[config.mk]
export PLATFORM = sky130hd
export DESIGN_NAME = ssp_core
export DESIGN_NICKNAME = d
export VERILOG_FILES = /design/src/include/ssp_pkg.sv /design/src/hw/ssp_core.sv
export VERILOG_INCLUDE_DIRS = /design/src /design/src/include
export SDC_FILE = /design/constraint.sdc
export NUM_CORES = 1
export LEC_CHECK = 0
export BUFFER_PORTS_ARGS = -buffer_cell sky130_fd_sc_hd__clkbuf_2
export CAP_MARGIN = 20
export CORE_UTILIZATION = 40
export CTS_CLUSTER_DIAMETER = 80
export DETAILED_ROUTE_END_ITERATION = 8
export SLEW_MARGIN = 0
export SYNTH_ARGS = -nofsm -noshare
export SYNTH_HDL_FRONTEND = slang
export SYNTH_SLANG_ARGS = --single-unit
[constraint.sdc]
create_clock -name pclk -period 3.4 [get_ports pclk]
set_input_delay 0.17 -clock pclk [delete_from_list [all_inputs] [get_ports pclk]]
set_output_delay 0.17 -clock pclk [all_outputs]
set_load 0.01 [all_outputs]
[src/include/ssp_cfg.svh]
// Constants of the synchronous serial port: offsets, fields, reset values
`ifndef SSP_CFG_SVH
`define SSP_CFG_SVH
// ****************************************
// Register byte offsets (APB, one word each)
// ****************************************
`define SSP_CTRL_IDX      8'h2A
`define SSP_CTRL_ADDR     12'h0A8
`define SSP_FLAGS_ADDR    12'h0AC
`define SSP_DATA_ADDR     12'h0B0
// ****************************************
// Control register fields
// ****************************************
`define SSP_RATE_LO       0
`define SSP_RATE_HI       1
`define SSP_CPHA_BIT      2
`define SSP_CPOL_BIT      3
`define SSP_MASTER_SELECT_BIT      4
`define SSP_BOS_BIT       5
`define SSP_EN_BIT        6
`define SSP_CTRL_RST      8'h00
`define SSP_CTRL_MASK     8'h7F
// ****************************************
// Flags register fields
// ****************************************
`define SSP_TC_BIT        7
`define SSP_WRITE_COLLISION_FLAG_BIT      6
`define SSP_OVF_BIT       5
`define SSP_BUSY_BIT      4
// ****************************************
// Timing: half periods of the serial clock in pclk cycles
// ****************************************
`define SSP_HALF_DIV4     7'h02
`define SSP_HALF_DIV8     7'h04
`define SSP_HALF_DIV16    7'h08
`define SSP_HALF_DIV64    7'h20
`define SSP_BITS          4'h8
`endif

[src/include/ssp_pkg.sv]
// Types of the synchronous serial port
package ssp_pkg;
   typedef enum logic [2:0] {
      SSP_IDLE  = 3'b001,
      SSP_LEAD  = 3'b010,
      SSP_SHIFT = 3'b100
   } ssp_state_t;
endpackage : ssp_pkg

[src/hw/ssp_core.sv]
// Synchronous serial port core with APB register access
// Overview of operation
// - Each transfer shifts the outgoing byte out and incoming byte in together.
// - Serial clock is driven as master and taken as input as slave.
// - Master emits exactly eight clock pulses; clock idles outside transfers.
// - Slave ignores clock and data while select is high.
// - Data changes on one clock edge and is sampled on the opposite edge.
// - Phase 0: polarity sets idle level; shift on trailing, sample on leading edge.
// - Phase 0 master: data write starts; first bit out half period early.
// - Phase 1: shift on leading edge, sample on trailing edge.
// - Phase 1 master: data write starts; first bit out at the write, unchanged at first edge.
// - Bit order control selects MSB first or LSB first.
// - Phase 0 slave: data write while select low is rejected, sets collision.
// - Phase 1 slave: data writes accepted regardless of select when idle.
// - Transfer complete flag sets after the eighth shift cycle.
// - Single-buffered data register; shift register holds received byte at end.
// - Write during transfer sets collision flag and is discarded.
// - Slave receiving with previous byte unread sets overflow, overwrites data.
// - Interrupt request raised when complete flag goes from 0 to 1.
// - Master drives master-out; slave drives master-in.
// - Slave master-in driven while enabled, released when disabled.
// - Phase at control bit 2, polarity at bit 3, register index 2AH.
// - Master clock is pclk divided by 4, 8, 16 or 64 per rate code.
// - Bit order 0 sends bit 7 first, 1 sends bit 0 first.
// - Flags clear after flags read followed by data access; master mode also clears overflow.
// - In master mode overflow flag reads 0.
`timescale 1ns/10ps
`include "ssp_cfg.svh"

module ssp_core (
   // APB clock and reset
   input  wire logic        pclk,
   input  wire logic        presetn,
   // APB slave
   input  wire logic        psel,
   input  wire logic        penable,
   input  wire logic        pwrite,
   input  wire logic [11:0] paddr,
   input  wire logic [31:0] pwdata,
   output logic      [31:0] prdata,
   output logic             pready,
   output logic             pslverr,
   // Serial clock pin
   input  wire logic        sclk_in,
   output logic             sclk_out,
   output logic             sclk_oe,
   // Master-out pin
   input  wire logic        mosi_in,
   output logic             mosi_out,
   output logic             mosi_oe,
   // Master-in pin
   input  wire logic        miso_in,
   output logic             miso_out,
   output logic             miso_oe,
   // Active-low select pin
   input  wire logic        ss_n_in,
   // Interrupt request
   output logic             transfer_irq
);

   // ****************************************
   // Registers and synchronisers
   // ****************************************
   logic [6:0]  ctrl_q;
   logic [7:0]  shift_q;
   logic [7:0]  rdata_q;
   logic        tc_q, write_collision_flag_q, ovf_q, armed_q, irq_q;
   logic [3:0]  bits_q;
   logic [6:0]  div_q;
   logic        sck_q;
   logic        m_samp_q;
   logic        mout_q, sout_q;
   logic [2:0]  sclk_s, ss_s, mosi_s, miso_s;
   logic        sclk_prev_q;
   ssp_pkg::ssp_state_t state_q;

   // ****************************************
   // Decode
   // ****************************************
   wire acc       = psel && penable;
   wire wr        = acc && pwrite;
   wire rd        = acc && !pwrite;
   wire hit_ctrl  = paddr == `SSP_CTRL_ADDR;
   wire hit_flags = paddr == `SSP_FLAGS_ADDR;
   wire hit_data  = paddr == `SSP_DATA_ADDR;
   wire mapped    = hit_ctrl || hit_flags || hit_data;
   wire cpha      = ctrl_q[`SSP_CPHA_BIT];
   wire cpol      = ctrl_q[`SSP_CPOL_BIT];
   wire master    = ctrl_q[`SSP_MASTER_SELECT_BIT];
   wire lsb_first = ctrl_q[`SSP_BOS_BIT];
   wire enable    = ctrl_q[`SSP_EN_BIT];
   wire busy      = state_q != ssp_pkg::SSP_IDLE;

   // Synchronised pins, read only from the second stage onward
   wire sclk_sync = sclk_s[1];
   wire ss_n_sync = ss_s[1];
   wire mosi_sync = mosi_s[1];
   wire miso_sync = miso_s[1];

   // Bit presented on the outgoing line
   function automatic logic out_bit(input logic [7:0] v, input logic lsb);
      out_bit = lsb ? v[0] : v[7];
   endfunction : out_bit

   // Shift in a bit at the end opposite the outgoing one
   function automatic logic [7:0] shift_in(input logic [7:0] v, input logic lsb,
                                           input logic b);
      shift_in = lsb ? {b, v[7:1]} : {v[6:0], b};
   endfunction : shift_in

   // Half period selection from rate code
   logic [6:0] half_cnt;
   always_comb begin
      case (ctrl_q[`SSP_RATE_HI:`SSP_RATE_LO])
         2'b00:   half_cnt = `SSP_HALF_DIV4;
         2'b01:   half_cnt = `SSP_HALF_DIV8;
         2'b10:   half_cnt = `SSP_HALF_DIV16;
         default: half_cnt = `SSP_HALF_DIV64;
      endcase
   end

   // Data write acceptance
   wire data_wr    = wr && hit_data;
   wire slave_lock = !master && !cpha && !ss_n_sync;
   wire wr_reject  = data_wr && (busy || slave_lock);
   wire wr_accept  = data_wr && !wr_reject;
   wire mstart     = wr_accept && master && enable;

   // Slave edge detection on synchronised serial clock
   wire s_sel   = enable && !master && !ss_n_sync;
   wire s_rise  = sclk_sync && !sclk_prev_q;
   wire s_fall  = !sclk_sync && sclk_prev_q;
   wire s_lead  = s_sel && (cpol ? s_fall : s_rise);
   wire s_trail = s_sel && (cpol ? s_rise : s_fall);
   wire s_samp  = cpha ? s_trail : s_lead;
   wire s_shift = cpha ? s_lead : s_trail;

   // Master edges at end of each half period
   wire half_done = div_q == 7'h01;
   // Leading edges include the one that ends the lead-in half period
   wire m_lead    = (state_q == ssp_pkg::SSP_SHIFT || state_q == ssp_pkg::SSP_LEAD) &&
                    half_done && (sck_q == cpol);
   wire m_trail   = state_q == ssp_pkg::SSP_SHIFT && half_done && (sck_q != cpol);
   wire lead_go   = state_q == ssp_pkg::SSP_LEAD && half_done;
   wire m_samp    = cpha ? m_trail : m_lead;
   wire m_shift   = cpha ? m_lead : m_trail;

   // Master samples one cycle after its edge so the synchronised input has settled
   wire samp_ev   = master ? m_samp_q : s_samp;
   wire shift_ev  = master ? m_shift : s_shift;
   wire in_bit    = master ? miso_sync : mosi_sync;
   wire last_samp = samp_ev && bits_q == 4'h7;
   wire m_done    = master && (cpha ? (m_samp_q && bits_q == `SSP_BITS - 4'h1) :
                                      (m_trail && bits_q == `SSP_BITS));
   wire s_done    = !master && last_samp;
   wire done      = m_done || s_done;
   wire tc_set    = done;

   // Flag clearing sequence: flags read arms, data access clears
   wire flags_rd  = rd && hit_flags;
   wire clr_flags = acc && hit_data && armed_q;

   // ****************************************
   // Pin synchronisers
   // ****************************************
   always_ff @(posedge pclk or negedge presetn) begin
      if (!presetn) begin
         sclk_s <= 3'h0;
         ss_s   <= 3'h7;
         mosi_s <= 3'h0;
         miso_s <= 3'h0;
      end else begin
         sclk_s <= {sclk_s[1:0], sclk_in};
         ss_s   <= {ss_s[1:0], ss_n_in};
         mosi_s <= {mosi_s[1:0], mosi_in};
         miso_s <= {miso_s[1:0], miso_in};
      end
   end

   // Previous synchronised clock for edges
   always_ff @(posedge pclk or negedge presetn) begin
      if (!presetn) sclk_prev_q <= 1'b0;
      else          sclk_prev_q <= sclk_sync;
   end

   // Delayed master sample strobe
   always_ff @(posedge pclk or negedge presetn) begin
      if (!presetn) m_samp_q <= 1'b0;
      else          m_samp_q <= m_samp;
   end

   // ****************************************
   // Control register
   // ****************************************
   always_ff @(posedge pclk or negedge presetn) begin
      if (!presetn)                        ctrl_q <= 7'(`SSP_CTRL_RST);
      else if (wr && hit_ctrl && !busy)    ctrl_q <= 7'(pwdata[6:0] & 7'(`SSP_CTRL_MASK));
   end

   // ****************************************
   // Transfer state machine and clock divider
   // ****************************************
   always_ff @(posedge pclk or negedge presetn) begin
      if (!presetn) begin
         state_q <= ssp_pkg::SSP_IDLE;
         div_q   <= 7'h00;
         sck_q   <= 1'b0;
         bits_q  <= 4'h0;
      end else begin
         case (state_q)
            ssp_pkg::SSP_IDLE: begin
               sck_q  <= cpol;
               bits_q <= s_samp ? 4'h1 : 4'h0;
               div_q  <= half_cnt;
               if (mstart) state_q <= ssp_pkg::SSP_LEAD;
               else if (s_sel && (s_lead || s_trail)) state_q <= ssp_pkg::SSP_SHIFT;
            end
            ssp_pkg::SSP_LEAD: begin
               // Half period with data valid before the first edge
               div_q <= half_done ? half_cnt : div_q - 7'h01;
               if (lead_go) begin
                  state_q <= ssp_pkg::SSP_SHIFT;
                  sck_q   <= !cpol;
               end
            end
            ssp_pkg::SSP_SHIFT: begin
               if (master) begin
                  div_q <= half_done ? half_cnt : div_q - 7'h01;
                  if (half_done && !m_done) sck_q <= !sck_q;
                  if (m_samp_q) bits_q <= bits_q + 4'h1;
                  if (m_done) begin
                     state_q <= ssp_pkg::SSP_IDLE;
                     sck_q   <= cpol;
                  end
               end else begin
                  if (s_samp) bits_q <= bits_q + 4'h1;
                  if (s_done || ss_n_sync || !enable) state_q <= ssp_pkg::SSP_IDLE;
               end
            end
            default: state_q <= ssp_pkg::SSP_IDLE;
         endcase
      end
   end

   // ****************************************
   // Shift register and outgoing data
   // ****************************************
   always_ff @(posedge pclk or negedge presetn) begin
      if (!presetn) begin
         shift_q <= 8'h00;
         mout_q  <= 1'b0;
         sout_q  <= 1'b0;
      end else begin
         if (wr_accept) begin
            shift_q <= pwdata[7:0];
            mout_q  <= out_bit(pwdata[7:0], lsb_first);
            sout_q  <= out_bit(pwdata[7:0], lsb_first);
         end else if (samp_ev && busy || s_samp) begin
            shift_q <= shift_in(shift_q, lsb_first, in_bit);
         end else if (shift_ev && busy && !done) begin
            // Present next bit after the sample
            if (master) mout_q <= out_bit(shift_q, lsb_first);
            else        sout_q <= out_bit(shift_q, lsb_first);
         end else if (!busy && !master) begin
            // Idle slave shows its first bit before the first edge
            sout_q <= out_bit(shift_q, lsb_first);
         end
      end
   end

   // ****************************************
   // Received byte, flags and interrupt
   // ****************************************
   always_ff @(posedge pclk or negedge presetn) begin
      if (!presetn) begin
         rdata_q <= 8'h00;
         tc_q    <= 1'b0;
         write_collision_flag_q  <= 1'b0;
         ovf_q   <= 1'b0;
         armed_q <= 1'b0;
         irq_q   <= 1'b0;
      end else begin
         if (done) rdata_q <= samp_ev ? shift_in(shift_q, lsb_first, in_bit) : shift_q;
         // Set wins over the clearing sequence
         tc_q   <= tc_set || (tc_q && !clr_flags);
         write_collision_flag_q <= wr_reject || (write_collision_flag_q && !clr_flags);
         ovf_q  <= !master && ((s_done && tc_q) || (ovf_q && !clr_flags));
         if (flags_rd)       armed_q <= 1'b1;
         else if (clr_flags) armed_q <= 1'b0;
         irq_q  <= tc_set && !tc_q;
      end
   end

   // ****************************************
   // Read data, answer and pins
   // ****************************************
   wire [7:0] flags_v = {tc_q, write_collision_flag_q, ovf_q && !master, busy, 4'h0};
   wire [7:0] rsel    = hit_ctrl  ? {1'b0, ctrl_q} :
                        hit_flags ? flags_v :
                        hit_data  ? rdata_q : 8'h00;

   always_ff @(posedge pclk or negedge presetn) begin
      if (!presetn)           prdata <= 32'h0000_0000;
      else if (psel && !penable) prdata <= {24'h00_0000, rsel};
   end

   assign pready       = 1'b1;
   assign pslverr      = acc && !mapped;
   assign sclk_out     = sck_q;
   assign sclk_oe      = enable && master;
   assign mosi_out     = mout_q;
   assign mosi_oe      = enable && master;
   assign miso_out     = sout_q;
   assign miso_oe      = enable && !master;
   assign transfer_irq = irq_q;

endmodule : ssp_core

== Word level (Yosys, flattened, before mapping) ==
Cells that the tools add are included.

* Register bits after elaboration: 63
* Logic and storage cells: 188
* Bits of input ports: 53
* Output and inout bits: 41

* Add/sub/neg operators: 2
* Equality and inequality tests: 24
* Mux-type cells: 51
* Reductions and logical operators: 90

{| class="wikitable"
|+ Operators with widths
! cell !! count
|-
| $mux W8 || 7
|-
| $logic_and A1 B1 Y1 || 47
|-
| $eq A12 B8 Y1 const B || 3
|-
| $mux W1 || 28
|-
| $pmux W7 S3 || 1
|-
| $mux W3 || 6
|-
| $pmux W6 S3 || 1
|-
| $logic_not A1 Y1 || 17
|-
| $ne A3 B3 Y1 const B || 5
|-
| $mux W7 || 2
|-
| $logic_or A1 B1 Y1 || 12
|-
| $mux W4 || 3
|-
| $reduce_bool A2 Y1 || 5
|-
| $pmux W3 S3 || 1
|-
| $reduce_and A3 Y1 || 3
|-
| $pmux W4 S2 || 1
|-
| $reduce_and A4 Y1 || 2
|-
| $eq A7 B1 Y1 const B || 1
|-
| $sub A7 B1 Y7 const B || 1
|-
| $ne A2 B2 Y1 const B || 3
|-
| $ne A3 B2 Y1 const B || 2
|-
| $reduce_bool A3 Y1 || 2
|-
| $add A4 B1 Y4 const B || 1
|-
| $eq A4 B3 Y1 const B || 1
|-
| other kinds (12) || 12
|}

== Depth between registers and ports, before layout ==
* Word-level depth: 14
* Depth in mapped cells: 10
* Depth with buffers taken out: 8

== Worst setup path before layout ==
No wires, ideal clock.

* Path kind: register -> register
* Start point: register state_q[0]
* End point: register sout_q, in the netlist miso_out
* Required time: 3275 ps
* Arrival: 2242 ps
* Cell stages (with the launch flop): 6
* Path buffers: 0
* Clock period less this slack: 2367 ps
* Slack: 1033 ps
* Setup time: 125 ps
* Cells stage by stage: dfstp_2 nor3b_2 o31ai_1 nor4_4 mux4_2 mux2_2

* Cells in the longest elaborated chain, start to end: 12
* Elaborated cells between the ends (all ways): 32
* Those cells by class: eq/ne (5); mux (6); reduce/logical (21)

{| class="wikitable"
|+ Ends and longest elaborated chain
! what !! RTL line !! RTL
|-
| from (decl) || ssp_core.sv:75 || <nowiki>ssp_pkg::ssp_state_t state_q;</nowiki>
|-
| from (signal assigned) || ssp_core.sv:205 || <nowiki>state_q <= ssp_pkg::SSP_IDLE;</nowiki>
|-
| from (signal assigned) || ssp_core.sv:215 || <nowiki>if (mstart) state_q <= ssp_pkg::SSP_LEAD;</nowiki>
|-
| from (signal assigned) || ssp_core.sv:216 || <nowiki>else if (s_sel && (s_lead || s_trail)) state_q <= ssp_pkg::SSP_SHIFT;</nowiki>
|-
| $eq A3 B3 Y1 || ssp_core.sv:141, ssp_core.sv:143 ||
|-
| $logic_and A1 B1 Y1 (2 in series) || ssp_core.sv:143 || <nowiki>wire m_trail = state_q == ssp_pkg::SSP_SHIFT && half_done && (sck_q != cpol);</nowiki>
|-
| $logic_and A1 B1 Y1 (no source line) || - ||
|-
| $mux W1 || ssp_core.sv:153 || <nowiki>wire m_done = master && (cpha ? (m_samp_q && bits_q == `SSP_BITS - 4'h1) :</nowiki>
|-
| $logic_and A1 B1 Y1 || ssp_core.sv:153 ||
|-
| $logic_or A1 B1 Y1 || ssp_core.sv:156 || <nowiki>wire done = m_done || s_done;</nowiki>
|-
| $logic_not A1 Y1 || ssp_core.sv:260 || <nowiki>end else if (shift_ev && busy && !done) begin</nowiki>
|-
| $logic_and A1 B1 Y1 || ssp_core.sv:260 ||
|-
| $mux W1 || ssp_core.sv:260 ||
|-
| $mux W1 || ssp_core.sv:258 || <nowiki>end else if (samp_ev && busy || s_samp) begin</nowiki>
|-
| $mux W1 || ssp_core.sv:254 || <nowiki>if (wr_accept) begin</nowiki>
|-
| to (signal assigned) || ssp_core.sv:257 || <nowiki>sout_q <= out_bit(pwdata[7:0], lsb_first);</nowiki>
|-
| to (signal assigned) || ssp_core.sv:263 || <nowiki>else sout_q <= out_bit(shift_q, lsb_first);</nowiki>
|-
| to (signal assigned) || ssp_core.sv:266 || <nowiki>sout_q <= out_bit(shift_q, lsb_first);</nowiki>
|-
| to (decl) || ssp_core.sv:72 || <nowiki>logic mout_q, sout_q;</nowiki>
|}

Several ways; a longest one is shown, not always the timed one. The select of a mux whose other input is x is not followed.
A chain may end at the register's enable or synchronous reset.

== Worst setup path after layout ==
* Start point: register ctrl_q[3]
* End point: register rdata_q[0]

* Cells in the longest elaborated chain, start to end: 7
* Elaborated cells between the ends (all ways): 15
* Those cells by class: eq/ne (1); mux (6); reduce/logical (8)

{| class="wikitable"
|+ Ends and longest elaborated chain
! what !! RTL line !! RTL
|-
| from (decl) || ssp_core.sv:64 || <nowiki>logic [6:0] ctrl_q;</nowiki>
|-
| from (signal assigned) || ssp_core.sv:196 || <nowiki>if (!presetn) ctrl_q <= 7'(`SSP_CTRL_RST);</nowiki>
|-
| from (signal assigned) || ssp_core.sv:197 || <nowiki>else if (wr && hit_ctrl && !busy) ctrl_q <= 7'(pwdata[6:0] & 7'(`SSP_CTRL_MASK));</nowiki>
|-
| $mux W1 (on tied branches) || ssp_core.sv:133, ssp_core.sv:134 ||
|-
| $logic_and A1 B1 Y1 (on tied branches) || ssp_core.sv:133, ssp_core.sv:134 ||
|-
| $mux W1 || ssp_core.sv:135 || <nowiki>wire s_samp = cpha ? s_trail : s_lead;</nowiki>
|-
| $mux W1 || ssp_core.sv:149 || <nowiki>wire samp_ev = master ? m_samp_q : s_samp;</nowiki>
|-
| $logic_and A1 B1 Y1 || ssp_core.sv:152 || <nowiki>wire last_samp = samp_ev && bits_q == 4'h7;</nowiki>
|-
| $logic_and A1 B1 Y1 || ssp_core.sv:155 || <nowiki>wire s_done = !master && last_samp;</nowiki>
|-
| $logic_or A1 B1 Y1 || ssp_core.sv:156 ||
|-
| to (signal assigned) || ssp_core.sv:283 || <nowiki>if (done) rdata_q <= samp_ev ? shift_in(shift_q, lsb_first, in_bit) : shift_q;</nowiki>
|-
| to (decl) || ssp_core.sv:66 || <nowiki>logic [7:0] rdata_q;</nowiki>
|}

Several ways; a longest one is shown, not always the timed one.

==> reports/results.tsv <==
metric	value	unit
yosys.area.top_type	dfrtp_1	
hold_viol	0	
clockBufferDepth	2	
endpoint_kind	register	
wl_per_cell	15.4	um
fmax	407	MHz
multi_input_area	0.00172	sq mm
status	finished, final reports clean	
clk_latency	0.35	ns
p_sw	353	uW
grt_overflow	0	
tritoncts	yes	
p_int	1160	uW
clk_pin_slew	0.07	ns
max_slew_margin	0.426	
grt_max_degree	33	
dr.pass1.iters	5	
combPwrFrac	0.047	
path_max_fanout	17	
htree_levels	3	
dpl_cell_area	0.00376	sq mm
die_w	95.7	um
antenna_found_initial	0	
synth_warnings	0	
seq_area_frac_synth	0.450	
cp.arrival	2.70	ns
worstSetupPathType	register to register	
synth_edf_count	0	
post-route-cell-area	0.00402	sq mm
rows	33	
fillers	806	
drive_above_1_share	0.219	
synth_area	0.00351	sq mm
top_layer	met4	
min_period_over_period	0.723	
final_net_count	476	
die_area	0.00916	sq mm
sequentialPowerShare	0.503	
ys.flop_type	dfrtp_1	
place_congestion	0.801	
tightest_slew	0.861	ns
fin_crit	2.46	ns
fin_total_pwr	1510	uW
drv_slew	0	
synthTopCellsByArea	dfrtp_1, buf_4, o21ai_0	
cts-buffers-inserted	9	
required	3.64	ns
syn2layout_area_growth	14.3	%
rsz0062_at_grt	no	
power_density	376	mW/mm^2
die_h	95.7	um
async_flop_share	1.00	
m1WireLength	3.91	mm
pin_count	94	
ff2ff_setup_slack	0.94	ns
initial_core_util	0.421	
vdd_drop_max	0.000194	V
p_leak	0.00180	uW
setup_violations	0	
finClkSkew	0.00808	ns
ant_nets	0	
grt_pass1_wl	13.8	mm
dp_hpwl	5.83	mm
cp-start-kind	register	
yosysMostFrequentCell	dfrtp_1	
power.share.clock	0.451	
netSwitchingFraction	0.234	
routed_via_density	5.29	
first_iter_violations	209	
core_area	0.00834	sq mm
seq_area	0.00158	sq mm
grt_pass1_vias	2718	
wl_met3	346	um
synthTopCellsByCount	dfrtp_1, nand2_1, o21ai_0	
port_buffers	44	
holdWs	0.0596	ns
fin_setup_tns	0	ns
post-route-util	0.482	
drc	0	
vias	2801	
wirelength	8.13	mm
cts.repair.resized	0	
avgSynthCellArea	9.57	sq um
maxCapViolCount	0	
wl_met2	3.71	mm
diodes	0	
ys_types	58	
hold_class	primary input to register	
clkSinkCount	63	
cts-root-buf	clkbuf_8	
grt_use_total	0.202	
synth_top_area_share	0.427	
synth_cells	367	
ys_ff_latch	63	
[path summary, 6_finish.rpt]
| path | end | from | cells after the start |
|---|---|---|---|
| max | rdata_q[0]$_DFFE_PN0N_ | ctrl_q[3]$_DFFE_PN0P_ | 5 |
| max reg2reg | rdata_q[0]$_DFFE_PN0N_ | ctrl_q[3]$_DFFE_PN0P_ | 5 |
| max in group asynchronous | ss_s[0]$_DFF_PN1_ | presetn | 3 |
| min reg2reg | miso_s[1]$_DFF_PN0_ | miso_s[0]$_DFF_PN0_ | 0 |
| min in group asynchronous | bits_q[0]$_DFFE_PN0P_ | presetn | 2 |
| min | armed_q$_DFFE_PN0P_ | pwrite | 2 |
[routing by layer]
metal	global-route usage	vias to the layer above
met5	0	-
met4	0.0833	0
met3	0.0316	14
met2	0.306	74
met1	0.287	1349
li1	-	1364
[power by group through the flow]
stage | logic (uW) | registers (uW) | clock network (uW)
detailed placement | 66.9 | 773 | 0
global placement | 66.3 | 773 | 0
finish | 70.7 | 758 | 680
global route | 81.9 | 759 | 731
floorplan | 48.5 | 772 | 0
CTS | 71.5 | 758 | 696
[what timing repair did]
| item | CTS | global route |
|---|---|---|
| hold endpoints to repair | 32 | 0 |
| buffers inserted | 0 | 0 |
| hold buffers | 5 | 0 |
[logic make-up after synthesis]
family          synth area share
xor+xnor                  0.0125
mux                       0.0723
buf+inv                   0.0848
other cells              0.00214
compound gates             0.192
simple gates               0.173
fa+ha+maj                 0.0142
flops                      0.450
[final cells by class]
class,instances,area share
clock inverter,5,0.0140
clock buffer,11,0.0377
timing repair buffer,57,0.0822
sequential,63,0.393
inverter,12,0.0112
multi-input combinational,276,0.429
tap,105,0.0327
[sequential cells by signal, summed over array words and instances (netlist names)]
register,count
ss_s,2
tc_q,1
miso_out,1
transfer_irq,1
shift_q,8
ctrl_q,7
state_q,3
mosi_out,1
armed_q,1
miso_s,2
write_collision_flag_q,1
bits_q,4
ovf_q,1
mosi_s,2
sclk_out,1
rdata_q,8
div_q,7
m_samp_q,1
sclk_prev_q,1
prdata,8
sclk_s,2
[per-stage QoR]
stage / instances / worst slack [ns]
after floorplan: 390 / 1.03
after global placement: 508 / 0.993
after detailed placement: 508 / 0.982
after CTS: 529 / 0.964
after global routing: 529 / 0.762
final: 529 / 0.940
[layout by cell type (no fill, tap or decap), types with 5 or more instances in the layout]
master / n
nor2_1: 25
clkbuf_8: 11
clkbuf_2: 44
conb_1: 25
nor3_1: 11
a21oi_1: 24
nand3_1: 7
a22oi_1: 12
inv_1: 12
mux2_2: 9
buf_4: 8
nor2b_1: 9
dfrtp_1: 60
mux2i_1: 13
dlygate4sd3_1: 5
nand2_1: 38
o21ai_0: 38
o31ai_1: 5
[worst max-delay path, cell delays in order (launching register included)]
cell	delay, ns
dfrtp_1	0.61
xor2_1	0.31
mux2i_1	0.19
nor2_1	0.36
a21o_1	0.50
mux2_2	0.39
No activity file was read; power rests on OpenSTA's default activity.
